<file path="src/ir_cfg_pkg.sv">
// constants shared by the infrared transceiver configuration block
package ir_cfg_pkg;
    // register offsets
    localparam logic [2:0] OFS_CIR_CFG = 3'h2;
    localparam logic [2:0] OFS_LINK_CTRL = 3'h3;
    localparam logic [2:0] OFS_XCVR_CFG_1 = 3'h4;
    localparam logic [2:0] OFS_XCVR_CFG_2 = 3'h5;
    localparam logic [2:0] OFS_XCVR_CFG_3 = 3'h6;
    localparam logic [2:0] OFS_XCVR_CFG_4 = 3'h7;
    // consumer-ir configuration fields
    localparam int TX_HSC_POS = 2;
    localparam int RX_DEMOD_DIS_POS = 4;
    localparam int RX_HSC_POS = 5;
    localparam int RX_SAMPLING_POS = 6;
    localparam int RUN_LENGTH_POS = 7;
    localparam logic [7:0] CIR_CFG_MASK = 8'hf7;
    // transceiver configuration 1 fields
    localparam int XCVR_CTRL0_POS = 0;
    localparam int XCVR_CTRL21_LO = 1;
    localparam int IDENT3_POS = 3;
    localparam int SIR_CFG_LO = 4;
    localparam int SPECIAL_PULSE_POS = 7;
    // transceiver configuration 2 and 3 fields
    localparam int LOW_FIELD_LO = 0;
    localparam int HIGH_FIELD_LO = 4;
    localparam logic [7:0] CFG_23_MASK = 8'h77;
    // transceiver configuration 4 fields
    localparam int SEL21_DIR_POS = 3;
    localparam int RX_INVERT_POS = 4;
    localparam int SEL0_DIR_POS = 5;
    localparam int RX_INPUT_MODE_POS = 6;
    localparam int AUTO_CFG_POS = 7;
    localparam logic [7:0] CFG_4_MASK = 8'hf8;
    // reset values
    localparam logic [7:0] CIR_CFG_RESET = 8'h00;
    localparam logic [7:0] LINK_CTRL_RESET = 8'h00;
    localparam logic [7:0] XCVR_CFG_1_RESET = 8'h00;
    localparam logic [7:0] XCVR_CFG_2_RESET = 8'h00;
    localparam logic [7:0] XCVR_CFG_3_RESET = 8'h00;
    localparam logic [7:0] XCVR_CFG_4_RESET = 8'h00;
    // special transceiver pulse timing
    localparam int CLK_FREQ_KHZ = 10000;
    localparam int SPECIAL_PULSE_US = 64;
    localparam int SPECIAL_PULSE_CYCLES = (SPECIAL_PULSE_US * CLK_FREQ_KHZ) / 1000;
    localparam int PULSE_CNT_W = 10;
    // active infrared mode reported by the link control logic
    typedef enum logic [2:0] {
        MODE_SIR,
        MODE_MIR,
        MODE_FIR,
        MODE_ASK,
        MODE_CIR,
        MODE_IDLE
    } ir_mode_e;
endpackage

</file>
<file path="src/ir_transceiver_config.sv">
// infrared transceiver configuration registers, select pins, pulse timer, receive path
`timescale 1ns/100ps
module ir_transceiver_config #(
    parameter int ADDR_W = 3
) (
    // clock and reset
    input wire logic ref_clk_in,
    input wire logic rst_n_in,
    // register port
    input wire logic [ADDR_W-1:0] reg_addr_in,
    input wire logic [7:0] reg_wdata_in,
    input wire logic reg_wr_in,
    input wire logic reg_rd_in,
    output logic [7:0] reg_rdata_out,
    // bank 0 view of the link control location
    input wire logic link_ctrl_bank0_wr_in,
    input wire logic [7:0] link_ctrl_bank0_data_in,
    output logic [7:0] link_ctrl_out,
    // link state from the controller
    input wire logic [2:0] ir_mode_in,
    input wire logic aux_receive_select_in,
    input wire logic modulator_tx_in,
    // configuration to modulator and demodulator
    output logic tx_subcarrier_high_sel_out,
    output logic rx_demod_disable_out,
    output logic rx_carrier_high_sel_out,
    output logic rx_sampling_mode_out,
    output logic run_length_enable_out,
    output logic [1:0] tx_mod_mode_out,
    // transceiver pins
    input wire logic id0_select0_rx2_pin_in,
    output logic id0_select0_rx2_pin_out,
    output logic id0_select0_rx2_pin_oe_out,
    input wire logic [1:0] select_pins_2_1_in,
    output logic [1:0] select_pins_2_1_out,
    output logic [1:0] select_pins_2_1_oe_out,
    input wire logic third_ident_pin_in,
    input wire logic first_receive_pin_in,
    output logic ir_transmit_out,
    // selected receive data to the receiver
    output logic rx_data_out
);
    localparam int PULSE_CNT_W = ir_cfg_pkg::PULSE_CNT_W;
    localparam logic [PULSE_CNT_W-1:0] PULSE_LAST =
        PULSE_CNT_W'(ir_cfg_pkg::SPECIAL_PULSE_CYCLES - 1);

    // refuse an address too narrow for the map, or a pulse count the counter cannot hold
    if (ADDR_W < 3) begin
        $error("ADDR_W must be at least 3");
    end
    if (ir_cfg_pkg::SPECIAL_PULSE_CYCLES > 2 ** PULSE_CNT_W) begin
        $error("pulse count too large for its counter");
    end

    logic [7:0] cir_cfg_reg;
    logic [7:0] link_ctrl_reg;
    logic [2:0] xcvr_ctrl_reg;
    logic [2:0] sir_cfg_reg;
    logic [7:0] cfg2_reg;
    logic [7:0] cfg3_reg;
    logic [7:0] cfg4_reg;
    logic pulse_reg;
    logic pulse_next;
    logic [PULSE_CNT_W-1:0] pulse_cnt_reg;
    logic [2:0] sel_drive;
    logic rx_pick;
    logic hit;
    logic [2:0] ofs;
    logic pulse_start;
    ir_cfg_pkg::ir_mode_e mode;

    // shift keeps the decode legal when the address has no bits above the map
    assign hit = ((reg_addr_in >> 3) == '0);
    assign ofs = reg_addr_in[2:0];
    assign mode = ir_cfg_pkg::ir_mode_e'(ir_mode_in);

    wire logic wr_cir = reg_wr_in && hit && ofs == ir_cfg_pkg::OFS_CIR_CFG;
    wire logic wr_link = reg_wr_in && hit && ofs == ir_cfg_pkg::OFS_LINK_CTRL;
    wire logic wr_c1 = reg_wr_in && hit && ofs == ir_cfg_pkg::OFS_XCVR_CFG_1;
    wire logic wr_c2 = reg_wr_in && hit && ofs == ir_cfg_pkg::OFS_XCVR_CFG_2;
    wire logic wr_c3 = reg_wr_in && hit && ofs == ir_cfg_pkg::OFS_XCVR_CFG_3;
    wire logic wr_c4 = reg_wr_in && hit && ofs == ir_cfg_pkg::OFS_XCVR_CFG_4;
    wire logic auto_cfg = cfg4_reg[ir_cfg_pkg::AUTO_CFG_POS];
    wire logic sel0_dir = cfg4_reg[ir_cfg_pkg::SEL0_DIR_POS];
    wire logic sel21_dir = cfg4_reg[ir_cfg_pkg::SEL21_DIR_POS];
    wire logic rx_hsc = cir_cfg_reg[ir_cfg_pkg::RX_HSC_POS];

    // consumer-ir configuration; reserved bit 3 reads zero
    always_ff @(posedge ref_clk_in or negedge rst_n_in) begin
        if (!rst_n_in) begin
            cir_cfg_reg <= ir_cfg_pkg::CIR_CFG_RESET;
        end else if (wr_cir) begin
            cir_cfg_reg <= reg_wdata_in & ir_cfg_pkg::CIR_CFG_MASK;
        end
    end

    // one storage for both bank views, so either write is seen by both, save a bank 0 write in the same cycle as a register write
    always_ff @(posedge ref_clk_in or negedge rst_n_in) begin
        if (!rst_n_in) begin
            link_ctrl_reg <= ir_cfg_pkg::LINK_CTRL_RESET;
        end else if (wr_link) begin
            link_ctrl_reg <= reg_wdata_in;
        end else if (link_ctrl_bank0_wr_in) begin
            link_ctrl_reg <= link_ctrl_bank0_data_in;
        end
    end

    // control bits only take writes while their pins are outputs
    always_ff @(posedge ref_clk_in or negedge rst_n_in) begin
        if (!rst_n_in) begin
            xcvr_ctrl_reg <= ir_cfg_pkg::XCVR_CFG_1_RESET[2:0];
            sir_cfg_reg <= ir_cfg_pkg::XCVR_CFG_1_RESET[6:4];
        end else if (wr_c1) begin
            if (sel0_dir) begin
                xcvr_ctrl_reg[0] <= reg_wdata_in[ir_cfg_pkg::XCVR_CTRL0_POS];
            end
            if (sel21_dir) begin
                xcvr_ctrl_reg[2:1] <= reg_wdata_in[ir_cfg_pkg::XCVR_CTRL21_LO +: 2];
            end
            sir_cfg_reg <= reg_wdata_in[ir_cfg_pkg::SIR_CFG_LO +: 3];
        end
    end

    always_ff @(posedge ref_clk_in or negedge rst_n_in) begin
        if (!rst_n_in) begin
            cfg2_reg <= ir_cfg_pkg::XCVR_CFG_2_RESET;
            cfg3_reg <= ir_cfg_pkg::XCVR_CFG_3_RESET;
            cfg4_reg <= ir_cfg_pkg::XCVR_CFG_4_RESET;
        end else begin
            if (wr_c2) begin
                cfg2_reg <= reg_wdata_in & ir_cfg_pkg::CFG_23_MASK;
            end
            if (wr_c3) begin
                cfg3_reg <= reg_wdata_in & ir_cfg_pkg::CFG_23_MASK;
            end
            if (wr_c4) begin
                cfg4_reg <= reg_wdata_in & ir_cfg_pkg::CFG_4_MASK;
            end
        end
    end

    // special transceiver pulse: a write of 1 restarts even at the timeout edge
    assign pulse_start = wr_c1 && reg_wdata_in[ir_cfg_pkg::SPECIAL_PULSE_POS];

    always_comb begin
        if (pulse_start) begin
            pulse_next = 1'b1;
        end else if (pulse_reg && pulse_cnt_reg == PULSE_LAST) begin
            pulse_next = 1'b0;
        end else begin
            pulse_next = pulse_reg;
        end
    end

    always_ff @(posedge ref_clk_in or negedge rst_n_in) begin
        if (!rst_n_in) begin
            pulse_reg <= 1'b0;
            pulse_cnt_reg <= '0;
        end else begin
            pulse_reg <= pulse_next;
            if (pulse_start) begin
                pulse_cnt_reg <= '0;
            end else if (pulse_reg) begin
                pulse_cnt_reg <= pulse_cnt_reg + PULSE_CNT_W'(1);
            end
        end
    end

    // the led is held high by the pulse; otherwise the modulator drives it
    always_ff @(posedge ref_clk_in or negedge rst_n_in) begin
        if (!rst_n_in) begin
            ir_transmit_out <= 1'b0;
        end else begin
            ir_transmit_out <= pulse_next | modulator_tx_in;
        end
    end

    // select pin value per active mode
    always_comb begin
        sel_drive = xcvr_ctrl_reg;
        if (auto_cfg) begin
            case (mode)
                ir_cfg_pkg::MODE_SIR: sel_drive = sir_cfg_reg;
                ir_cfg_pkg::MODE_MIR: sel_drive = cfg2_reg[ir_cfg_pkg::LOW_FIELD_LO +: 3];
                ir_cfg_pkg::MODE_FIR: sel_drive = cfg2_reg[ir_cfg_pkg::HIGH_FIELD_LO +: 3];
                ir_cfg_pkg::MODE_CIR: begin
                    if (rx_hsc) begin
                        sel_drive = cfg3_reg[ir_cfg_pkg::HIGH_FIELD_LO +: 3];
                    end else begin
                        sel_drive = cfg3_reg[ir_cfg_pkg::LOW_FIELD_LO +: 3];
                    end
                end
                default: sel_drive = xcvr_ctrl_reg;
            endcase
        end
    end

    // directions come straight from config 4; an input pin is never driven
    always_ff @(posedge ref_clk_in or negedge rst_n_in) begin
        if (!rst_n_in) begin
            id0_select0_rx2_pin_out <= 1'b0;
            id0_select0_rx2_pin_oe_out <= 1'b0;
            select_pins_2_1_out <= 2'h0;
            select_pins_2_1_oe_out <= 2'h0;
        end else begin
            id0_select0_rx2_pin_out <= sel_drive[0];
            id0_select0_rx2_pin_oe_out <= sel0_dir;
            select_pins_2_1_out <= sel_drive[2:1];
            select_pins_2_1_oe_out <= {2{sel21_dir}};
        end
    end

    // receive input choice; pin 0 used as output gives a constant idle 1
    wire logic use_second = cfg4_reg[ir_cfg_pkg::RX_INPUT_MODE_POS] ?
        (mode == ir_cfg_pkg::MODE_MIR || mode == ir_cfg_pkg::MODE_FIR) :
        aux_receive_select_in;
    assign rx_pick = use_second ? (sel0_dir | id0_select0_rx2_pin_in) :
        first_receive_pin_in;

    always_ff @(posedge ref_clk_in or negedge rst_n_in) begin
        if (!rst_n_in) begin
            rx_data_out <= 1'b1;
        end else begin
            rx_data_out <= rx_pick ^ cfg4_reg[ir_cfg_pkg::RX_INVERT_POS];
        end
    end

    // configuration outputs to modulator and demodulator, plus the link control copy on link_ctrl_out
    always_ff @(posedge ref_clk_in or negedge rst_n_in) begin
        if (!rst_n_in) begin
            tx_subcarrier_high_sel_out <= 1'b0;
            rx_demod_disable_out <= 1'b0;
            rx_carrier_high_sel_out <= 1'b0;
            rx_sampling_mode_out <= 1'b0;
            run_length_enable_out <= 1'b0;
            tx_mod_mode_out <= 2'h0;
            link_ctrl_out <= ir_cfg_pkg::LINK_CTRL_RESET;
        end else begin
            tx_subcarrier_high_sel_out <= cir_cfg_reg[ir_cfg_pkg::TX_HSC_POS];
            rx_demod_disable_out <= cir_cfg_reg[ir_cfg_pkg::RX_DEMOD_DIS_POS];
            rx_carrier_high_sel_out <= rx_hsc;
            rx_sampling_mode_out <= cir_cfg_reg[ir_cfg_pkg::RX_SAMPLING_POS];
            run_length_enable_out <= cir_cfg_reg[ir_cfg_pkg::RUN_LENGTH_POS];
            tx_mod_mode_out <= cir_cfg_reg[1:0];
            link_ctrl_out <= link_ctrl_reg;
        end
    end

    // read data, one cycle after the strobe; unmapped offsets read zero
    always_ff @(posedge ref_clk_in or negedge rst_n_in) begin
        if (!rst_n_in) begin
            reg_rdata_out <= 8'h00;
        end else if (reg_rd_in && hit) begin
            case (ofs)
                ir_cfg_pkg::OFS_CIR_CFG: reg_rdata_out <= cir_cfg_reg;
                ir_cfg_pkg::OFS_LINK_CTRL: reg_rdata_out <= link_ctrl_reg;
                ir_cfg_pkg::OFS_XCVR_CFG_1: reg_rdata_out <= {pulse_reg, sir_cfg_reg,
                    third_ident_pin_in,
                    sel21_dir ? xcvr_ctrl_reg[2:1] : select_pins_2_1_in,
                    sel0_dir ? xcvr_ctrl_reg[0] : id0_select0_rx2_pin_in};
                ir_cfg_pkg::OFS_XCVR_CFG_2: reg_rdata_out <= cfg2_reg;
                ir_cfg_pkg::OFS_XCVR_CFG_3: reg_rdata_out <= cfg3_reg;
                ir_cfg_pkg::OFS_XCVR_CFG_4: reg_rdata_out <= cfg4_reg;
                default: reg_rdata_out <= 8'h00;
            endcase
        end else begin
            reg_rdata_out <= 8'h00;
        end
    end

    // checks
    logic [PULSE_CNT_W:0] tx_high_run_reg;
    always_ff @(posedge ref_clk_in or negedge rst_n_in) begin
        if (!rst_n_in) begin
            tx_high_run_reg <= '0;
        end else if (pulse_start) begin
            tx_high_run_reg <= '0;
        end else if (pulse_reg) begin
            tx_high_run_reg <= tx_high_run_reg + (PULSE_CNT_W+1)'(1);
        end
    end

    AST_PULSE_NOT_BEYOND: assert property (@(posedge ref_clk_in) disable iff (!rst_n_in)
        pulse_reg |-> tx_high_run_reg < (PULSE_CNT_W+1)'(ir_cfg_pkg::SPECIAL_PULSE_CYCLES))
        else $error("special pulse lasted beyond its time");
    AST_PULSE_ENDS: assert property (@(posedge ref_clk_in) disable iff (!rst_n_in)
        (pulse_reg && pulse_cnt_reg == PULSE_LAST && !pulse_start) |=> !pulse_reg)
        else $error("special pulse did not end at timeout");
    AST_PULSE_TX_HIGH: assert property (@(posedge ref_clk_in) disable iff (!rst_n_in)
        pulse_start |=> (ir_transmit_out && pulse_reg && pulse_cnt_reg == '0))
        else $error("transmit not forced high after pulse write");
    AST_PULSE_ZERO_IGNORED: assert property (@(posedge ref_clk_in) disable iff (!rst_n_in)
        (wr_c1 && !reg_wdata_in[7] && !pulse_reg) |=> !pulse_reg)
        else $error("writing zero started a pulse");
    AST_IDENT3_LIVE: assert property (@(posedge ref_clk_in) disable iff (!rst_n_in)
        (reg_rd_in && hit && ofs == ir_cfg_pkg::OFS_XCVR_CFG_1) |=>
        reg_rdata_out[3] == $past(third_ident_pin_in))
        else $error("identification bit 3 not the live pin");
    AST_CTRL0_INPUT_HELD: assert property (@(posedge ref_clk_in) disable iff (!rst_n_in)
        (wr_c1 && !sel0_dir) |=> $stable(xcvr_ctrl_reg[0]))
        else $error("control bit 0 took a write while input");
    AST_MIR_DRIVE: assert property (@(posedge ref_clk_in) disable iff (!rst_n_in)
        (auto_cfg && mode == ir_cfg_pkg::MODE_MIR && $stable(cfg2_reg)) |=>
        select_pins_2_1_out == $past(cfg2_reg[2:1]))
        else $error("mir field not on select pins");
    AST_MANUAL_DRIVE: assert property (@(posedge ref_clk_in) disable iff (!rst_n_in)
        !auto_cfg |=> id0_select0_rx2_pin_out == $past(xcvr_ctrl_reg[0]))
        else $error("manual control bit 0 not on pin");
    AST_RX_INVERT: assert property (@(posedge ref_clk_in) disable iff (!rst_n_in)
        (cfg4_reg[4] && !use_second) |=> rx_data_out == !$past(first_receive_pin_in))
        else $error("receive input not inverted");
    AST_RX_CONST_ONE: assert property (@(posedge ref_clk_in) disable iff (!rst_n_in)
        (use_second && sel0_dir && !cfg4_reg[4]) |=> rx_data_out)
        else $error("second receive choice not constant one");
    AST_DIR_OE: assert property (@(posedge ref_clk_in) disable iff (!rst_n_in)
        1'b1 |=> (id0_select0_rx2_pin_oe_out == $past(sel0_dir)
        && select_pins_2_1_oe_out == {2{$past(sel21_dir)}}))
        else $error("pin enables do not follow direction bits");

    COV_PULSE_DONE: cover property (@(posedge ref_clk_in) disable iff (!rst_n_in)
        pulse_reg ##1 !pulse_reg);
    COV_PULSE_RESTART: cover property (@(posedge ref_clk_in) disable iff (!rst_n_in)
        pulse_reg && pulse_start);
    COV_CIR_HIGH: cover property (@(posedge ref_clk_in) disable iff (!rst_n_in)
        auto_cfg && mode == ir_cfg_pkg::MODE_CIR && rx_hsc);
    COV_SECOND_RX: cover property (@(posedge ref_clk_in) disable iff (!rst_n_in)
        use_second && !sel0_dir);
endmodule

</file>
<file path="config.mk">
export PLATFORM = sky130hd
export DESIGN_NAME = ir_transceiver_config
export DESIGN_NICKNAME = d
export VERILOG_FILES = /design/src/ir_cfg_pkg.sv /design/src/ir_transceiver_config.sv
export SDC_FILE = /design/constraint.sdc
export NUM_CORES = 1
export LEC_CHECK = 0
export ABC_AREA = 1
export BUFFER_PORTS_ARGS = -buffer_cell sky130_fd_sc_hd__buf_4
export CAP_MARGIN = 20
export CORE_UTILIZATION = 50
export DETAILED_ROUTE_END_ITERATION = 8
export PLACE_DENSITY_LB_ADDON = 0.12
export SYNTH_ARGS = -nofsm -noshare
export SYNTH_HDL_FRONTEND = slang
export SYNTH_SLANG_ARGS = --single-unit
</file>
<file path="constraint.sdc">
create_clock -name ref_clk_in -period 1.2 [get_ports ref_clk_in]
set_input_delay 0 -clock ref_clk_in [delete_from_list [all_inputs] [get_ports ref_clk_in]]
set_output_delay 0 -clock ref_clk_in [all_outputs]
set_load 0.03 [all_outputs]
</file>
==> results.ini, run 1 <==
[timing]
whs_ns = -0.0101
rsz0062_at_grt = true
relSlewSlack_pct = 73.8
fin_worst_skew_ns = 0.00798
tightest_slew_ns = 0.393
fin_crit_ns = 1.20
finalSetupViolCount = 0
setup_tns_ns = 0
fin_crit_sh_pct = 99.7
finalMaxSlewViolations = 0
fmax_ghz = 0.836
hold_violations = 2

[synthesis]
synth_seq_area_share_pct = 55.9
muxShareOfSynthArea_pct = 0.425
syn_area_sq_um = 3540
synth-simple-area-share_pct = 26.9
synthArstFlopShare_pct = 100
synthCells = 417
synth_edf_count = 0
synth_seq_cells = 79
ys.flop_type = dfrtp_1
yosysTopAreaCell = dfrtp_1
synth-xor-area-share_pct = 0
syn_nets = 452
ys_warn_count = 0
synthAdderAreaFrac_pct = 0.354
yosysUniqueCellTypes = 30
synth_area_leaders = dfrtp_1, nand2_1, nand3_1, inv_1, nor2_1
synth_compound_area_share_pct = 9.59
synth_top_area_share_pct = 55.2
syn-mean-instance-area_sq_um = 8.48
synth_top_family_by_area = simple AND/OR/NAND/NOR gates

[floorplan]
row_count = 30
die_w_um = 86.1
start_util_pct = 52.0
dieArea_sq_um = 7410
ios = 65
core_sq_um = 6790
die_y_um = 86.1

[detailed_routing]
drt_wl_total_um = 8570
via_count = 3137
postRouteAntennaNets = 0
route.detailed.wl_per_inst_um = 13.7
viasPerCell = 5.03
drc = 0
dr.pass1.iters = 4
drtIter0Drc = 161

[placement]
gp_congestion = 0.862
dpl.hpwl_um = 6120
io_buffers = 64

[clocking]
cts-root-buf = clkbuf_8
cts-buffers-inserted = 9
clk_pin_slew_ns = 0.09
cts_tree = built
htree_levels = 3
clock_latency_ns = 0.36
cts_buffer_depth = 2
cts_sinks = 79

[setup_path]
worstSetupStartpointType = flop
required_ns = 1.45
critPathArrivalTime_ns = 1.45
crit_path_end_kind = flop
cp_max_fo = 4
path_class = flop to flop
crit_start = pulse_cnt_reg[0]$_DFFE_PN0P_
worstReg2RegStart = pulse_cnt_reg[0]$_DFFE_PN0P_

[job]
max_cap_viol_count = 0

[cells_and_area]
diodes = 0
syn_to_final_growth_pct = 33.1
drive_above_1_share_pct = 25.2
final_cell_mix = nand2_1, dfrtp_1, buf_4, inv_1, nand3_1
multi_input_area_sq_um = 1350
largest_reg_flops = 10
n_fill_cell = 536
ff_latch_area_sq_um = 1980
final_common_cell = nand2_1
nets = 558

[hold_path]
min_path_type = input pin to flop
min_from = link_ctrl_bank0_wr_in

[outcome]
status = finished with violations
violations = negative hold slack

[global_routing]
antenna_found_initial = 0
grt_pass1_wl_um = 14300
grt.total_usage_pct = 25.9
grt_pass1_vias = 3053
grt_overflow = 0
grt_max_degree = 37

[pwr]
leakagePower_uw = 0.00243
p_total_uw = 7700
ir_drop_mv = 1.07
powerDensity_nw_per_um2 = 1640

[area by class of cell]
| class | count | area share (%) |
|---|---|---|
| Sequential cell | 79 | 42.1 |
| Multi-Input combinational cell | 280 | 28.7 |
| Timing Repair Buffer | 101 | 17.8 |
| Inverter | 52 | 4.15 |
| Clock buffer | 11 | 3.00 |
| Tap cell | 96 | 2.55 |
| Clock inverter | 5 | 1.73 |
[cell usage after synthesis, types with 2 or more instances]
library cell	instances
o21ai_0	22
inv_2	6
a21oi_1	17
buf_4	2
o21ai_1	8
dfrtp_1	78
nor2_2	2
nor2_1	31
buf_6	2
nand3_1	41
inv_1	46
o21ai_2	11
nand2_1	123
nor3_1	3
nand2_2	6
or2_2	2
nand4_1	4
[through the flow]
step                      utilization (%)  hold slack (ns)  cell area [sq um]  instances  setup WS, ns
after floorplan                         -           -0.296               3540        417        0.0788
after global placement               61.3          -0.0567               4160        579        0.0294
after detailed placement             61.3          -0.0551               4160        579       -0.0515
after CTS                            68.7           0.0164               4670        622       0.00433
after global routing                 69.3           0.0304               4710        624       -0.0826
final                                69.3          -0.0101               4710        624       0.00329
[power by group]
part	internal [uW]	switching (uW)	total [uW]
combinational	774	1120	1900
clock	1230	988	2220
sequential	3180	406	3580
[timing repair]
| action | 4_1_cts | 5_1_grt |
|---|---|---|
| pin swaps | 1 | 8 |
| setup buffers | 0 | 2 |
| setup endpoints to repair | 3 | 18 |
| gates cloned | 0 | 0 |
| endpoints found under the hold margin | 100 | 2 |
| gates resized for setup | 5 | 9 |
| hold buffers | 27 | 2 |
[critical path, cell delays in order, from the launching register on]
cell     delay, ns
dfrtp_1       0.41
ha_2          0.22
nand3_2       0.12
inv_2         0.10
nand2_1       0.07
o21ai_1       0.13
a21oi_1       0.05
[per-layer routing]
layer | vias to the layer above | global-route usage (%) | routed length [um]
li1 | 1544 | - | -
met1 | 1507 | 32.1 | 3620
met2 | 69 | 44.9 | 4470
met3 | 17 | 4.62 | 316
met4 | 0 | 10.0 | 169
met5 | - | 0 | 0
[worst paths after layout]
check | cells past startpoint | to | slack (ns)
setup / recovery | 6 | pulse_cnt_reg[8]$_DFFE_PN0P_ | 0.003
hold / removal | 3 | link_ctrl_reg[4]$_DFFE_PN0P_ | -0.01
setup reg to reg | 6 | pulse_cnt_reg[8]$_DFFE_PN0P_ | 0.003
hold reg to reg | 0 | run_length_enable_out$_DFF_PN0_ | 0.41
max in group asynchronous | 3 | rx_data_out$_DFF_PN1_ | 0.55
min in group asynchronous | 2 | xcvr_ctrl_reg[1]$_DFFE_PN0P_ | 0.10
[logic make-up after synthesis]
kind of cell	after synthesis
AND/OR/NAND/NOR	219
multiplexers	1
buffers and inverters	58
flip-flops	79
adder cells (fa/ha/maj)	1
AO/OA/AOI/OAI	59
Power figures use the tool's default switching activity.
==> run 2, diff against run 1 <==
--- a/config.mk
+++ b/config.mk
@@ -8,8 +8,11 @@
 export ABC_AREA = 1
 export BUFFER_PORTS_ARGS = -buffer_cell sky130_fd_sc_hd__buf_4
 export CAP_MARGIN = 20
-export CORE_UTILIZATION = 50
+export CORE_UTILIZATION = 52
+export CTS_BUF_LIST = sky130_fd_sc_hd__clkbuf_4 sky130_fd_sc_hd__clkbuf_8
 export DETAILED_ROUTE_END_ITERATION = 8
+export GPL_TIMING_DRIVEN = 0
+export MAX_ROUTING_LAYER = met4
 export PLACE_DENSITY_LB_ADDON = 0.12
 export SYNTH_ARGS = -nofsm -noshare
 export SYNTH_HDL_FRONTEND = slang
==> results.ini, run 2 (synthesized netlist as in run 1, its figures left out) <==
[setup_path]
required_ns = 1.49  ; was 1.45 ns
path_buf_inv = 1  ; unchanged
rr_worst_depth = 8  ; was 6
crit_path_end_kind = flop  ; unchanged
path_common_cell = nand2_1
critPathMaxStageDelay_ns = 0.37  ; was 0.41 ns
crit_slowest_cell = dfrtp_1  ; unchanged
crit_chain = nand2_2 -> nor2_4 -> inv_1 -> nor2_2 -> nand2_1 -> nand2_1 -> nand2_1 -> nor2_1  ; was ha_2 -> nand3_2 -> inv_2 -> nand2_1 -> o21ai_1 -> a21oi_1
path_class = flop to flop  ; unchanged
cp_max_fo = 4  ; unchanged
cpLargestDelayFamily = simple AND/OR/NAND/NOR gates  ; was flip-flops
worstSetupStartpointType = flop  ; unchanged
critPathArrivalTime_ns = 1.49  ; was 1.45 ns
worstReg2RegStart = pulse_cnt_reg[3]$_DFFE_PN0P_  ; was pulse_cnt_reg[0]$_DFFE_PN0P_
r2r_end = pulse_cnt_reg[9]$_DFFE_PN0P_  ; was pulse_cnt_reg[8]$_DFFE_PN0P_
rrSetupSlack_ns = 0.006  ; was 0.003 ns

[cells_and_area]
syn_to_final_growth_pct = 30.2  ; was 33.1%
final_common_cell = nand2_1  ; unchanged
utilization_pct = 71.3  ; was 69.3%
largest_reg_flops = 10  ; unchanged
design_area_sq_um = 4600  ; was 4710 sq um
final_cell_mix = nand2_1, dfrtp_1, buf_4, inv_1, nand3_1  ; unchanged
diodes = 0  ; unchanged
nets = 556  ; was 558
drive_above_1_share_pct = 26.3  ; was 25.2%

[pwr]
p_int_uw = 4880  ; was 5180 uW
powerDensity_nw_per_um2 = 1590  ; was 1640 nW/um^2
leakagePower_uw = 0.00241  ; was 0.00243 uW
power.switching_uw = 2440  ; was 2520 uW
power_switching_share_pct = 33.3  ; was 32.7%
clkPwrFrac_pct = 24.5  ; was 28.8%
pwr-share-comb_pct = 26.7  ; was 24.7%
ir_drop_mv = 0.894  ; was 1.07 mV
p_total_uw = 7320  ; was 7700 uW
p_seq_share_pct = 48.8  ; was 46.5%

[floorplan]
start_util_pct = 54.7  ; was 52.0%
row_count = 29  ; was 30
die_y_um = 84.5  ; was 86.1 um
dieArea_sq_um = 7130  ; was 7410 sq um
ios = 65  ; unchanged
core_sq_um = 6460  ; was 6790 sq um
die_w_um = 84.5  ; was 86.1 um

[detailed_routing]
drtIter0Drc = 172  ; was 161
drt_wl_total_um = 8450  ; was 8570 um
via_count = 3120  ; was 3,137
postRouteAntennaNets = 0  ; unchanged
viasPerCell = 5.19  ; was 5.03
route.detailed.wl_per_inst_um = 14.1  ; was 13.7 um
dr.pass1.iters = 6  ; was 4
drc = 6  ; was 0

[global_routing]
grt_pass1_wl_um = 14000  ; was 14,300 um
grt_pass1_vias = 3049  ; was 3,053
grt.total_usage_pct = 26.4  ; was 25.9%
antenna_found_initial = 0  ; unchanged
grt_overflow = 0  ; unchanged
grt_max_degree = 80  ; was 37

[placement]
place_ws_ns = -0.0891  ; was -0.0515 ns
io_buffers = 63  ; was 64
postPlaceCellArea_sq_um = 4110  ; was 4160 sq um
gp_congestion = 0.869  ; was 0.862
dpl.hpwl_um = 5730  ; was 6120 um

[timing]
setup_ws_ns = 0.00556  ; was 0.00329 ns
fin_crit_ns = 1.19  ; was 1.20 ns
tightest_slew_ns = 0.698  ; was 0.393 ns
fin_crit_sh_pct = 99.5  ; was 99.7%
rsz0062_at_grt = true  ; unchanged
fmax_ghz = 0.837  ; was 0.836 GHz
finalSetupViolCount = 0  ; unchanged
hold_violations = 0  ; was 2
finalMaxSlewViolations = 0  ; unchanged
relSlewSlack_pct = 53.5  ; was 73.8%
fin_worst_skew_ns = 0.00384  ; was 0.00798 ns

[clocking]
htree_levels = 3  ; unchanged
cts_sinks = 79  ; unchanged
cts-root-buf = clkbuf_8  ; unchanged
cts-buffers-inserted = 9  ; unchanged
cts_buffer_depth = 2  ; unchanged
clock_latency_ns = 0.36  ; about the same
cts_tree = built  ; unchanged
clk_pin_slew_ns = 0.07  ; was 0.09 ns

[outcome]
status = finished with violations  ; unchanged
violations = design-rule violations  ; was negative hold slack

[hold_path]
min_path_type = input pin to flop  ; unchanged
min_from = id0_select0_rx2_pin_in  ; was link_ctrl_bank0_wr_in
hold-path-cell-count = 6  ; was 3
min_to = rx_data_out$_DFF_PN1_  ; was link_ctrl_reg[4]$_DFFE_PN0P_

[job]
max_cap_viol_count = 0  ; unchanged

==> run 2: cell count changes in the layout (fill, tap and decap cells not counted), sizes merged <==
cell,before,now
clkbuf,11,14
clkinvlp,1,0
bufinv,2,0
dlygate4sd3,27,22
clkinv,2,1
buf,74,76
==> run 2: how the worst max path moves through the flow <==
stage               slack [ns]                          from  depth (start not counted)                            to
floorplan                 0.08  pulse_cnt_reg[3]$_DFFE_PN0P_                          7  pulse_cnt_reg[9]$_DFFE_PN0P_
global placement         -0.03  pulse_cnt_reg[3]$_DFFE_PN0P_                          7  pulse_cnt_reg[9]$_DFFE_PN0P_
detailed placement       -0.09  pulse_cnt_reg[3]$_DFFE_PN0P_                          8  pulse_cnt_reg[9]$_DFFE_PN0P_
CTS                      0.006  pulse_cnt_reg[0]$_DFFE_PN0P_                          6  pulse_cnt_reg[8]$_DFFE_PN0P_
global route              -0.1  pulse_cnt_reg[2]$_DFFE_PN0P_                          6  pulse_cnt_reg[9]$_DFFE_PN0P_
finish                   0.006  pulse_cnt_reg[3]$_DFFE_PN0P_                          8  pulse_cnt_reg[9]$_DFFE_PN0P_
==> run 2: power groups by stage <==
stage,Clock (uW),Sequential (uW),Combinational [uW]
detailed placement,0,3610,1740
global placement,0,3590,1690
global route,1900,3640,2170
CTS,1790,3560,1830
finish,1790,3570,1950
floorplan,0,3810,846
==> run 2: what timing repair did <==
action                     4_1_cts  5_1_grt
hold endpoints to repair       108        0
setup buffers                    0        8
setup endpoints to repair        4       23
hold buffers                    22        0
pin swaps                        1        9
resized for setup                6       14
==> run 2: per-layer routing <==
layer	global-route usage, %	routed length [um]
met3	4.33	339
met5	-	0
met2	44.7	4220
met1	31.3	3700
met4	11.9	201
==> run 2: worst reg2reg max path: stages (launching register included) <==
cell and delay [ns]:
dfrtp_1 0.37, nand2_2 0.09, nor2_4 0.15, inv_1 0.06, nor2_2 0.15, nand2_1 0.10, nand2_1 0.08, nand2_1 0.05
nor2_1 0.07
==> run 2: layout make-up <==
cell class              count  area (sq um)
well taps                  77          96.3
multi-input cells         280          1360
clock inverters             1          5.00
inverters                  52           195
flip-flops and latches     79          1980
plain buffers               6          46.3
clock buffers              13           166
repair buffers             93           757
fillers                   488          1850
==> run 2: stage by stage <==
stage | cells | hold slack (ns) | setup TNS [ns]
3_3_place_gp | 557 | 0.195 | -0.0262
2_1_floorplan | 417 | -0.296 | 0
6_report | 601 | 0.00704 | 0
5_1_grt | 601 | 0.0565 | -0.169
3_5_place_dp | 557 | 0.203 | -0.231
4_1_cts | 593 | 0.00883 | 0
